File: src/hw/tdil_cfg.svh
// Constants for the loopback status and drop and insert block.
`ifndef TDIL_CFG_SVH
`define TDIL_CFG_SVH

// ----------------------------------------------------------------
// Register indices (byte address is four times the index)
// ----------------------------------------------------------------
`define TDIL_IDX_LB_STATUS_LOW   10'h05c
`define TDIL_IDX_LB_STATUS_HIGH  10'h05e
`define TDIL_IDX_DROP_SELECT     10'h060
`define TDIL_IDX_INSERT_SELECT   10'h062
`define TDIL_IDX_IRQ_STATUS      10'h064
`define TDIL_IDX_IRQ_MASK        10'h066

// ----------------------------------------------------------------
// Field positions
// ----------------------------------------------------------------
`define TDIL_SEL_A_LSB           0
`define TDIL_SEL_B_LSB           8
`define TDIL_SEL_W               5
`define TDIL_LB_LOW_PORTS        16
`define TDIL_LB_HIGH_PORTS       12
`define TDIL_LB_IRQ_BIT          0

// ----------------------------------------------------------------
// Reset values and counts
// ----------------------------------------------------------------
`define TDIL_DROP_SELECT_RST     16'h0000
`define TDIL_INSERT_SELECT_RST   16'h0000
`define TDIL_IRQ_MASK_RST        1'h0
`define TDIL_PORT_COUNT          28
`define TDIL_PERSIST_FRAMES      3'h5

`endif

File: src/hw/tdil_pkg.sv
// Types shared by the loopback status and drop and insert block.
`include "tdil_cfg.svh"

package tdil_pkg;

   typedef logic [`TDIL_PORT_COUNT-1:0] tdil_port_vec_type;
   typedef logic [`TDIL_SEL_W-1:0]      tdil_sel_type;
   typedef logic [2:0]                  tdil_frame_cnt_type;

endpackage : tdil_pkg

File: src/hw/tdil_lb_detect.sv
// Persistence filter for one port's far-end loopback command.
`include "tdil_cfg.svh"

module tdil_lb_detect
   import tdil_pkg::*;
(
   input  wire logic clk_i,
   input  wire logic rst_i,
   input  wire logic frame_i,
   input  wire logic cmd_now_i,
   output logic      seen_o,
   output logic      rise_o
);

   tdil_frame_cnt_type cnt_reg;
   logic               seen_reg;
   logic               rise_reg;

   // ----------------------------------------------------------------
   // Frame counter and status
   // ----------------------------------------------------------------
   // The counter holds the run of frames that disagree with the status.
   always_ff @(posedge clk_i) begin
      if (rst_i) begin
         cnt_reg  <= 3'h0;
         seen_reg <= 1'b0;
      end else if (frame_i) begin
         if (cmd_now_i == seen_reg) begin
            cnt_reg <= 3'h0;
         end else if (cnt_reg == `TDIL_PERSIST_FRAMES - 3'h1) begin
            seen_reg <= cmd_now_i;
            cnt_reg  <= 3'h0;
         end else begin
            cnt_reg <= cnt_reg + 3'h1;
         end
      end
   end

   always_ff @(posedge clk_i) begin
      if (rst_i) begin
         rise_reg <= 1'b0;
      end else begin
         rise_reg <= frame_i && cmd_now_i && !seen_reg
                     && cnt_reg == `TDIL_PERSIST_FRAMES - 3'h1;
      end
   end

   assign seen_o = seen_reg;
   assign rise_o = rise_reg;

endmodule : tdil_lb_detect

File: src/hw/tdil_port_sel.sv
// Decoder of one 5-bit port selector into a one-hot port vector.
`include "tdil_cfg.svh"

module tdil_port_sel
   import tdil_pkg::*;
(
   input  wire tdil_pkg::tdil_sel_type     sel_i,
   output tdil_pkg::tdil_port_vec_type       hit_o
);

   // ----------------------------------------------------------------
   // Decode
   // ----------------------------------------------------------------
   // Zero and codes above the last port match no bit, so they select nothing.
   genvar g;
   generate
      for (g = 0; g < `TDIL_PORT_COUNT; g = g + 1) begin : g_dec
         assign hit_o[g] = (sel_i == 5'(g + 1));
      end
   endgenerate

endmodule : tdil_port_sel

File: src/hw/tdil_top.sv
// Loopback command status, drop port select and insert port select.
// What this block does
// - Five inverted-C3 frames set port status.
// - Five normal-C3 frames clear port status.
// - Ports 1-16 low register, 17-28 high.
// - Status bits read-only, live, ignore writes.
// - Status set with mask raises interrupt.
// - Drop select: A bits 0-4, B 8-12.
// - Codes 1..28 select ports, others none.
// - No drop port: clock and data low.
// - Insert select same layout and coding.
// - Insert port replaces named transmit port.
// - Unselected insert port inputs are ignored.
`include "tdil_cfg.svh"

module tdil_top
   import tdil_pkg::*;
(
   input  wire logic                     clk_i,
   input  wire logic                     rst_i,
   // Wishbone slave.
   input  wire logic                     wb_cyc_i,
   input  wire logic                     wb_stb_i,
   input  wire logic                     wb_we_i,
   input  wire logic [11:0]              wb_adr_i,
   input  wire logic [3:0]               wb_sel_i,
   input  wire logic [31:0]              wb_dat_i,
   output logic      [31:0]              wb_dat_o,
   output logic                          wb_ack_o,
   output logic                          irq_o,
   // T2 framer C-bit observations, one per low-speed port.
   input  wire tdil_pkg::tdil_port_vec_type t2_frame_i,
   input  wire tdil_pkg::tdil_port_vec_type t2_c1_i,
   input  wire tdil_pkg::tdil_port_vec_type t2_c2_i,
   input  wire tdil_pkg::tdil_port_vec_type t2_c3_i,
   // Low-speed receive ports from the demultiplexer.
   input  wire tdil_pkg::tdil_port_vec_type lsp_rx_clk_i,
   input  wire tdil_pkg::tdil_port_vec_type lsp_rx_data_i,
   // Low-speed transmit ports toward the multiplexer.
   input  wire tdil_pkg::tdil_port_vec_type lsp_tx_clk_i,
   input  wire tdil_pkg::tdil_port_vec_type lsp_tx_data_i,
   output tdil_pkg::tdil_port_vec_type      lsp_tx_clk_o,
   output tdil_pkg::tdil_port_vec_type      lsp_tx_data_o,
   // Drop port pins.
   output logic                          drop_a_clock_out_o,
   output logic                          drop_a_data_out_o,
   output logic                          drop_b_clock_out_o,
   output logic                          drop_b_data_out_o,
   // Insert port pins.
   input  wire logic                     insert_a_clock_in_i,
   input  wire logic                     insert_a_data_in_i,
   input  wire logic                     insert_b_clock_in_i,
   input  wire logic                     insert_b_data_in_i
);

   // ----------------------------------------------------------------
   // Declarations
   // ----------------------------------------------------------------
   logic [15:0]       drop_select_reg;
   logic [15:0]       insert_select_reg;
   logic              irq_status_reg;
   logic              irq_mask_reg;
   logic              irq_reg;
   logic              ack_reg;
   logic [31:0]       dat_reg;
   logic [3:0]        pin_meta_reg;
   logic [3:0]        pin_sync_reg;
   logic              drop_a_clk_reg;
   logic              drop_a_dat_reg;
   logic              drop_b_clk_reg;
   logic              drop_b_dat_reg;
   tdil_port_vec_type tx_clk_reg;
   tdil_port_vec_type tx_dat_reg;

   tdil_port_vec_type port_loopback_cmd_seen;
   tdil_port_vec_type cmd_now;
   tdil_port_vec_type cmd_rise;
   tdil_port_vec_type drop_a_hit;
   tdil_port_vec_type drop_b_hit;
   tdil_port_vec_type insert_a_hit;
   tdil_port_vec_type insert_b_hit;

   tdil_sel_type      drop_a_selector;
   tdil_sel_type      drop_b_selector;
   tdil_sel_type      insert_a_selector;
   tdil_sel_type      insert_b_selector;

   logic              bus_req;
   logic              wr_lo;
   logic              wr_hi;
   logic [11:0]       adr_lb_low;
   logic [11:0]       adr_lb_high;
   logic [11:0]       adr_drop;
   logic [11:0]       adr_insert;
   logic [11:0]       adr_irq_stat;
   logic [11:0]       adr_irq_mask;
   logic              ins_a_clk;
   logic              ins_a_dat;
   logic              ins_b_clk;
   logic              ins_b_dat;
   logic              lb_event;

   // ----------------------------------------------------------------
   // Loopback command detection
   // ----------------------------------------------------------------
   // C3 carries the command when it is the inverse of both C1 and C2.
   genvar g;
   generate
      for (g = 0; g < `TDIL_PORT_COUNT; g = g + 1) begin : g_det
         assign cmd_now[g] = (t2_c3_i[g] != t2_c1_i[g]) && (t2_c3_i[g] != t2_c2_i[g]);
         tdil_lb_detect u_det (
            .clk_i     (clk_i),
            .rst_i     (rst_i),
            .frame_i   (t2_frame_i[g]),
            .cmd_now_i (cmd_now[g]),
            .seen_o    (port_loopback_cmd_seen[g]),
            .rise_o    (cmd_rise[g])
         );
      end
   endgenerate

   // ----------------------------------------------------------------
   // Selector fields
   // ----------------------------------------------------------------
   assign drop_a_selector   = drop_select_reg[`TDIL_SEL_A_LSB +: `TDIL_SEL_W];
   assign drop_b_selector   = drop_select_reg[`TDIL_SEL_B_LSB +: `TDIL_SEL_W];
   assign insert_a_selector = insert_select_reg[`TDIL_SEL_A_LSB +: `TDIL_SEL_W];
   assign insert_b_selector = insert_select_reg[`TDIL_SEL_B_LSB +: `TDIL_SEL_W];

   tdil_port_sel u_sel_drop_a (
      .sel_i (drop_a_selector),
      .hit_o (drop_a_hit)
   );

   tdil_port_sel u_sel_drop_b (
      .sel_i (drop_b_selector),
      .hit_o (drop_b_hit)
   );

   tdil_port_sel u_sel_ins_a (
      .sel_i (insert_a_selector),
      .hit_o (insert_a_hit)
   );

   tdil_port_sel u_sel_ins_b (
      .sel_i (insert_b_selector),
      .hit_o (insert_b_hit)
   );

   // ----------------------------------------------------------------
   // Insert pin synchronisers
   // ----------------------------------------------------------------
   // The insert pins run on the far equipment's clock, so each one
   // passes two flip-flops before any logic looks at it.
   always_ff @(posedge clk_i) begin
      if (rst_i) begin
         pin_meta_reg <= 4'h0;
         pin_sync_reg <= 4'h0;
      end else begin
         pin_meta_reg <= {insert_b_data_in_i, insert_b_clock_in_i,
                          insert_a_data_in_i, insert_a_clock_in_i};
         pin_sync_reg <= pin_meta_reg;
      end
   end

   assign ins_a_clk = pin_sync_reg[0];
   assign ins_a_dat = pin_sync_reg[1];
   assign ins_b_clk = pin_sync_reg[2];
   assign ins_b_dat = pin_sync_reg[3];

   // ----------------------------------------------------------------
   // Drop ports
   // ----------------------------------------------------------------
   // An empty one-hot vector gives zero, which holds the pins low.
   always_ff @(posedge clk_i) begin
      if (rst_i) begin
         drop_a_clk_reg <= 1'b0;
         drop_a_dat_reg <= 1'b0;
         drop_b_clk_reg <= 1'b0;
         drop_b_dat_reg <= 1'b0;
      end else begin
         drop_a_clk_reg <= |(drop_a_hit & lsp_rx_clk_i);
         drop_a_dat_reg <= |(drop_a_hit & lsp_rx_data_i);
         drop_b_clk_reg <= |(drop_b_hit & lsp_rx_clk_i);
         drop_b_dat_reg <= |(drop_b_hit & lsp_rx_data_i);
      end
   end

   // ----------------------------------------------------------------
   // Insert ports
   // ----------------------------------------------------------------
   // Port A wins if software breaks the one-port-one-insert rule; the
   // result is defined but the B stream is lost.
   generate
      for (g = 0; g < `TDIL_PORT_COUNT; g = g + 1) begin : g_ins
         always_ff @(posedge clk_i) begin
            if (rst_i) begin
               tx_clk_reg[g] <= 1'b0;
               tx_dat_reg[g] <= 1'b0;
            end else if (insert_a_hit[g]) begin
               tx_clk_reg[g] <= ins_a_clk;
               tx_dat_reg[g] <= ins_a_dat;
            end else if (insert_b_hit[g]) begin
               tx_clk_reg[g] <= ins_b_clk;
               tx_dat_reg[g] <= ins_b_dat;
            end else begin
               tx_clk_reg[g] <= lsp_tx_clk_i[g];
               tx_dat_reg[g] <= lsp_tx_data_i[g];
            end
         end
      end
   endgenerate

   // ----------------------------------------------------------------
   // Wishbone decode
   // ----------------------------------------------------------------
   assign adr_lb_low   = {`TDIL_IDX_LB_STATUS_LOW, 2'b00};
   assign adr_lb_high  = {`TDIL_IDX_LB_STATUS_HIGH, 2'b00};
   assign adr_drop     = {`TDIL_IDX_DROP_SELECT, 2'b00};
   assign adr_insert   = {`TDIL_IDX_INSERT_SELECT, 2'b00};
   assign adr_irq_stat = {`TDIL_IDX_IRQ_STATUS, 2'b00};
   assign adr_irq_mask = {`TDIL_IDX_IRQ_MASK, 2'b00};

   assign bus_req = wb_cyc_i && wb_stb_i && !ack_reg;
   assign wr_lo   = bus_req && wb_we_i && wb_sel_i[0];
   assign wr_hi   = bus_req && wb_we_i && wb_sel_i[1];

   always_ff @(posedge clk_i) begin
      if (rst_i) begin
         ack_reg <= 1'b0;
      end else begin
         ack_reg <= bus_req;
      end
   end

   // Unmapped words read as zero and swallow writes.
   always_ff @(posedge clk_i) begin
      if (rst_i) begin
         dat_reg <= 32'h0000_0000;
      end else if (bus_req && !wb_we_i) begin
         if (wb_adr_i == adr_lb_low) begin
            dat_reg <= {16'h0000, port_loopback_cmd_seen[`TDIL_LB_LOW_PORTS-1:0]};
         end else if (wb_adr_i == adr_lb_high) begin
            dat_reg <= {20'h00000, port_loopback_cmd_seen[`TDIL_PORT_COUNT-1:`TDIL_LB_LOW_PORTS]};
         end else if (wb_adr_i == adr_drop) begin
            dat_reg <= {16'h0000, drop_select_reg};
         end else if (wb_adr_i == adr_insert) begin
            dat_reg <= {16'h0000, insert_select_reg};
         end else if (wb_adr_i == adr_irq_stat) begin
            dat_reg <= {31'h0000_0000, irq_status_reg};
         end else if (wb_adr_i == adr_irq_mask) begin
            dat_reg <= {31'h0000_0000, irq_mask_reg};
         end else begin
            dat_reg <= 32'h0000_0000;
         end
      end
   end

   // ----------------------------------------------------------------
   // Select registers
   // ----------------------------------------------------------------
   // Bits 5 to 7 and 13 to 15 are not stored and read as zero.
   always_ff @(posedge clk_i) begin
      if (rst_i) begin
         drop_select_reg <= `TDIL_DROP_SELECT_RST;
      end else if (wb_adr_i == adr_drop) begin
         if (wr_lo) begin
            drop_select_reg[7:0] <= {3'h0, wb_dat_i[4:0]};
         end
         if (wr_hi) begin
            drop_select_reg[15:8] <= {3'h0, wb_dat_i[12:8]};
         end
      end
   end

   always_ff @(posedge clk_i) begin
      if (rst_i) begin
         insert_select_reg <= `TDIL_INSERT_SELECT_RST;
      end else if (wb_adr_i == adr_insert) begin
         if (wr_lo) begin
            insert_select_reg[7:0] <= {3'h0, wb_dat_i[4:0]};
         end
         if (wr_hi) begin
            insert_select_reg[15:8] <= {3'h0, wb_dat_i[12:8]};
         end
      end
   end

   // ----------------------------------------------------------------
   // Interrupt
   // ----------------------------------------------------------------
   assign lb_event = |cmd_rise;

   always_ff @(posedge clk_i) begin
      if (rst_i) begin
         irq_mask_reg <= `TDIL_IRQ_MASK_RST;
      end else if (wr_lo && wb_adr_i == adr_irq_mask) begin
         irq_mask_reg <= wb_dat_i[`TDIL_LB_IRQ_BIT];
      end
   end

   // A new event in the cycle of a clear write keeps the bit set.
   always_ff @(posedge clk_i) begin
      if (rst_i) begin
         irq_status_reg <= 1'b0;
      end else if (lb_event) begin
         irq_status_reg <= 1'b1;
      end else if (wr_lo && wb_adr_i == adr_irq_stat && wb_dat_i[`TDIL_LB_IRQ_BIT]) begin
         irq_status_reg <= 1'b0;
      end
   end

   always_ff @(posedge clk_i) begin
      if (rst_i) begin
         irq_reg <= 1'b0;
      end else begin
         irq_reg <= irq_status_reg && irq_mask_reg;
      end
   end

   // ----------------------------------------------------------------
   // Outputs
   // ----------------------------------------------------------------
   assign wb_ack_o           = ack_reg;
   assign wb_dat_o           = dat_reg;
   assign irq_o              = irq_reg;
   assign drop_a_clock_out_o = drop_a_clk_reg;
   assign drop_a_data_out_o  = drop_a_dat_reg;
   assign drop_b_clock_out_o = drop_b_clk_reg;
   assign drop_b_data_out_o  = drop_b_dat_reg;
   assign lsp_tx_clk_o       = tx_clk_reg;
   assign lsp_tx_data_o      = tx_dat_reg;

endmodule : tdil_top

File: config.mk
export PLATFORM = sky130hd
export DESIGN_NAME = tdil_top
export DESIGN_NICKNAME = d
export VERILOG_FILES = /design/src/hw/tdil_pkg.sv /design/src/hw/tdil_lb_detect.sv /design/src/hw/tdil_port_sel.sv /design/src/hw/tdil_top.sv
export VERILOG_INCLUDE_DIRS = /design/src /design/src/hw
export SDC_FILE = /design/constraint.sdc
export NUM_CORES = 1
export LEC_CHECK = 0
export ABC_AREA = 1
export CAP_MARGIN = 20
export CORE_MARGIN = 3
export CORE_UTILIZATION = 37
export CTS_BUF_LIST = sky130_fd_sc_hd__clkbuf_8
export CTS_CLUSTER_SIZE = 24
export DETAILED_ROUTE_END_ITERATION = 16
export DONT_BUFFER_PORTS = 1
export MAX_ROUTING_LAYER = met4
export PLACE_DENSITY_LB_ADDON = 0.3
export SLEW_MARGIN = 30
export SYNTH_ARGS = -nofsm -noshare
export SYNTH_HDL_FRONTEND = slang
export SYNTH_SLANG_ARGS = --single-unit
export TNS_END_PERCENT = 50
File: constraint.sdc
create_clock -name clk_i -period 3.5 [get_ports clk_i]
set_input_delay 0.525 -clock clk_i [delete_from_list [all_inputs] [get_ports clk_i]]
set_output_delay 0.525 -clock clk_i [all_outputs]
set_load 0.01 [all_outputs]
# == Word level (Yosys, flattened, before mapping) ==
# Index checks and enable logic that the tools add are counted.
# totals
regBits,264
# classes
n_addsub,28
n_eq_ne,230
muxes,176
bitwise_logic,32
reduce_logical,190
# ops
cell,count
"== test 5 bit, second input constant",52
two-way mux 3 bit,56
"== test 5 x 4 -> 1 bit, second input constant",32
OR reduction 28 bit,5
logical AND 1 bit,122
two-way mux 1 bit,116
bitwise AND 28 bit,4
"adder 3 x 1 -> 3 bit, second input constant",28
"== test 3 bit, second input constant",28
AND reduction 3 bit,28
"== test 5 x 3 -> 1 bit, second input constant",16
"== test 12 x 9 -> 1 bit, second input constant",6
inequality test 1 bit,56
"== test 5 x 2 -> 1 bit, second input constant",8
two-way mux 13 bit,3
zero test 1 bit,30
== test 1 bit,28
inverter 1 bit,28
"== test 5 x 1 -> 1 bit, second input constant",4
two-way mux 16 bit,1
AND reduction 2 bit,4
nonzero test 2 bit,1

# == Depth between registers and ports, before layout ==
# logic_depth
ltp_word,8
depth_mapped,11

# == Hierarchy ==
# Synthesis repeated with hierarchy kept, for this count alone.
# hier_totals
cells_unflattened,2175
area_unflattened_um2,14382.5
# modules_own_cells
mod,n_inst,cells_per_inst,area_per_inst_um2,seq_area_each_um2
tdil_lb_detect,28,35,250.2,100.1
tdil_top,1,1011,6655.1,2162.1
tdil_port_sel,4,46,180.2,0.0

# == Least setup slack after synthesis ==
# OpenSTA, ideal clock, no wires.
# synth_timing
path_kind,input-to-reg
from,in wb_adr_i[9]
to,reg drop_select_reg[4]
setup_time_ns,0.133
t_arrival_ns,1.407
setup_slack_ns,1.960
stages,8
path_buffers,0
path_cell_list,inv_2 > nand2_1 > nor2_4 > nand2_2 > nor2_4 > nand2_2 > o21ai_0 > a21oi_1
# synth_via
elab_chain_cells,2
# synth_lines
element,line,text
"start, declared",tdil_top.sv:25,"input wire logic [11:0] wb_adr_i,"
== test 12 x 9 -> 1 bit,tdil_top.sv:266,end else if (wb_adr_i == adr_drop) begin
AND reduction 2 bit (no line),--,
"end signal, assigned",tdil_top.sv:265,drop_select_reg <= `TDIL_DROP_SELECT_RST;
"end signal, assigned",tdil_top.sv:268,"drop_select_reg[7:0] <= {3'h0, wb_dat_i[4:0]};"
"end, declared",tdil_top.sv:59,logic [15:0] drop_select_reg;
# No other way between the ends.
# A chain may end at the register's enable or synchronous reset.

# == Worst setup path after layout ==
# layout_timing
from,reg drop_select_reg[12]
to,"reg drop_b_dat_reg, in the netlist drop_b_data_out_o"
# layout_via
elab_chain_cells,3
word_cells_on_any_way,30
cone_classes,eq/ne (28); bitwise (1); reduce/logical (1)
# layout_lines
element,line,text
"start signal, assigned",tdil_top.sv:265,
"start signal, assigned",tdil_top.sv:271,"drop_select_reg[15:8] <= {3'h0, wb_dat_i[12:8]};"
"== test 5 x 1 -> 1 bit, or another cell as far along",tdil_port_sel.sv:18,assign hit_o[g] = (sel_i == 5'(g + 1));
bitwise AND 28 bit *,tdil_top.sv:185,drop_b_dat_reg <= |(drop_b_hit & lsp_rx_data_i);
OR reduction 28 bit *,tdil_top.sv:185,
"end signal, assigned",tdil_top.sv:185,
"end, declared",tdil_top.sv:71,logic drop_b_dat_reg;
# Every way passes the cells marked *; elsewhere a longest branch is shown, timed or not.

==> reports/qor.yml <==
n_antenna_cell: 0
start_util: 0.381
die_h_um: 199
grt_pass1_vias: 12800
nets: 2457
hold_viol_final: 0
ctsRootBufferMaster: "clkbuf_8"
port_buffers: 0
largest_reg_flops: 84
antenna_found_initial: 0
via_count: 13800
worst_slew_pin_slew_ns: 0.964
post-route-period-util: 0.598
end_kind: "flip-flop"
synth_edf_count: 0
core_um2: 36100
synthCells: 2109
drc: 0
cpPeakStageDelay_ns: 0.60
dp.cells: 2525
grt_overflow: 0
htreeDepth: 2
critPathRequiredTime_ns: 3.97
async_reset_ff_frac: 0
wl_per_cell_um: 17.4
drt_iter0_drc: 857
cp_max_fo: 24
critical_path_class: "flip-flop to flip-flop"
cp_cell_sequence: "inv_1 > nor2_1 > nand3_1 > nand2_1 > nor2_1 > nand2_1 > nor2_1 > a21oi_1"
fin_cells: 2614
clk_path_buf_depth: 3
synth-seq-cells: 248
drtAntennaViolNets: 0
placementRows: 69
setup_violations: 0
ctsResizeCount: 0
clock_skew_ns: 0.0203
die-area_um2: 39500
hold_class: "input pin to flip-flop"
rsz0062_at_grt: "no"
avgSynthCellArea_um2: 6.52
ys_seq_area_frac: 0.361
place_congestion: 0.957
drive_gt1_frac: 0.0441
ios: 375
worstSkewPairLatency_ns: 0.61
worstRegToRegCells: 8
via_per_inst: 5.27
p_leak_nw: 6.72
relSlewSlack: 0.355
min_period_ns: 2.09
cts_tree: "yes"
start_kind: "flip-flop"
die_w_um: 199
utilization: 0.422
wl_mm: 45.6
cts_buffers: 46
max_freq_ghz: 0.478
synth_area_um2: 13800
grt_pass1_wl_mm: 69.2
yosys_warnings: 0
arrival_ns: 2.56
final.setup.tns_ns: 0
status: "finished clean"
dp_hpwl_mm: 34.3
vdd_drop_max_mv: 0.227
gr-usage-all-layers: 0.229
cpMaxStageDelayCell: "inv_1"
synth_cell_types: 31
first_pass_iters: 5
maxCapViolCount: 0
clkTransAtPathRegs_ns: 0.06
worstHoldPathCells: 1
slew_violations: 0
crit_top_cell: "nor2_1"
grt_max_degree: 108
cts_sinks: 248
powerDensity_nw_per_um2: 423
synth-main-ff-cell: "dfxtp_1"
area_delta_synth_final_pct: 10.8
-- worst max-delay path, delay by kind of cell (launching register included) --
family                 cells  cell delay (ns)
and+or+nand+nor            6             0.97
AOI/OAI and AO/OA          1             0.08
DFF                        1             0.31
buffers and inverters      1             0.60
-- routing by layer --
layer,up-vias,part of all wire,global-route usage
met3,136,0.099,0.0733
met1,6208,0.40,0.261
li1,6893,-,-
met2,542,0.46,0.367
met4,0,0.045,0.104
met5,-,0,-
-- power breakdown --
part | internal, mW | switching, mW
clock network | 1.75 | 1.28
registers | 2.91 | 0.0698
logic | 0.144 | 0.294
total | 4.80 | 1.65
-- layout make-up --
type | count | area, µm²
Fill cell | 3817 | 20900
Multi-Input combinational cell | 1506 | 7390
Sequential cell | 248 | 4960
Inverter | 303 | 1140
Clock buffer | 63 | 867
Tap cell | 461 | 577
Timing Repair Buffer | 15 | 163
Clock inverter | 18 | 135
-- logic make-up (layout without fill, tap and decap cells) --
family	after synthesis	count (layout)	synth area share
other	1	16	0.000273
and+or+nand+nor	946	946	0.289
xor gates and xnor gates	11	11	0.00700
adders and majority gates	56	56	0.0509
buffers and inverters	370	399	0.106
AOI/OAI and AO/OA	477	477	0.186
DFF	248	248	0.361
-- final timing paths --
kind                                    start                                 end  slack [ns]
min                                     rst_i  g_det[2].u_det.seen_o$_SDFFE_PP0P_        0.07
max reg2reg  drop_select_reg[12]$_SDFFE_PP0P_        drop_b_data_out_o$_SDFF_PP0_        1.41
min reg2reg        pin_meta_reg[0]$_SDFF_PP0_          pin_sync_reg[0]$_SDFF_PP0_        0.40
max          drop_select_reg[12]$_SDFFE_PP0P_        drop_b_data_out_o$_SDFF_PP0_        1.41
-- through the flow --
step	instance area [µm²]	power (mW)	setup slack, ns	hold WS, ns
4_1_cts	15200	6.55	1.49	0.00172
3_5_place_dp	14100	3.44	1.31	0.400
2_1_floorplan	13800	3.37	1.96	0.388
6_report	15200	6.44	1.41	0.0666
3_3_place_gp	14100	3.42	1.36	0.396
5_1_grt	15200	6.75	1.31	0.00768
-- repair_timing --
action / in CTS / in global routing
hold buffers: 8 / 0
hold endpoints to repair: 109 / 0
setup buffers: 0 / 0
-- cells in the mapped netlist (9+ instances only) --
library cell | instances | share of area
a21oi_1 | 198 | 0.072
buf_2 | 9 | 0.0033
buf_4 | 16 | 0.0087
clkbuf_1 | 35 | 0.0096
dfxtp_1 | 248 | 0.36
ha_1 | 56 | 0.051
inv_1 | 302 | 0.082
nand2_1 | 492 | 0.13
nand3_1 | 150 | 0.055
nand4_1 | 48 | 0.022
nor2_1 | 211 | 0.058
nor3_1 | 26 | 0.0095
o211ai_1 | 52 | 0.028
o21ai_0 | 206 | 0.075
xnor2_1 | 10 | 0.0064
-- placed cells by master, fill, tap and decap left out, types with 10 or more instances in the layout --
master / count
nor2_1: 210
dfxtp_1: 248
clkbuf_8: 63
ha_1: 56
o21ai_0: 206
o211ai_1: 52
nor3_1: 26
nand4_1: 48
inv_1: 311
nand2_1: 492
xnor2_1: 10
nand3_1: 150
conb_1: 16
a21oi_1: 198
No activity file was read; power rests on OpenSTA's default activity.
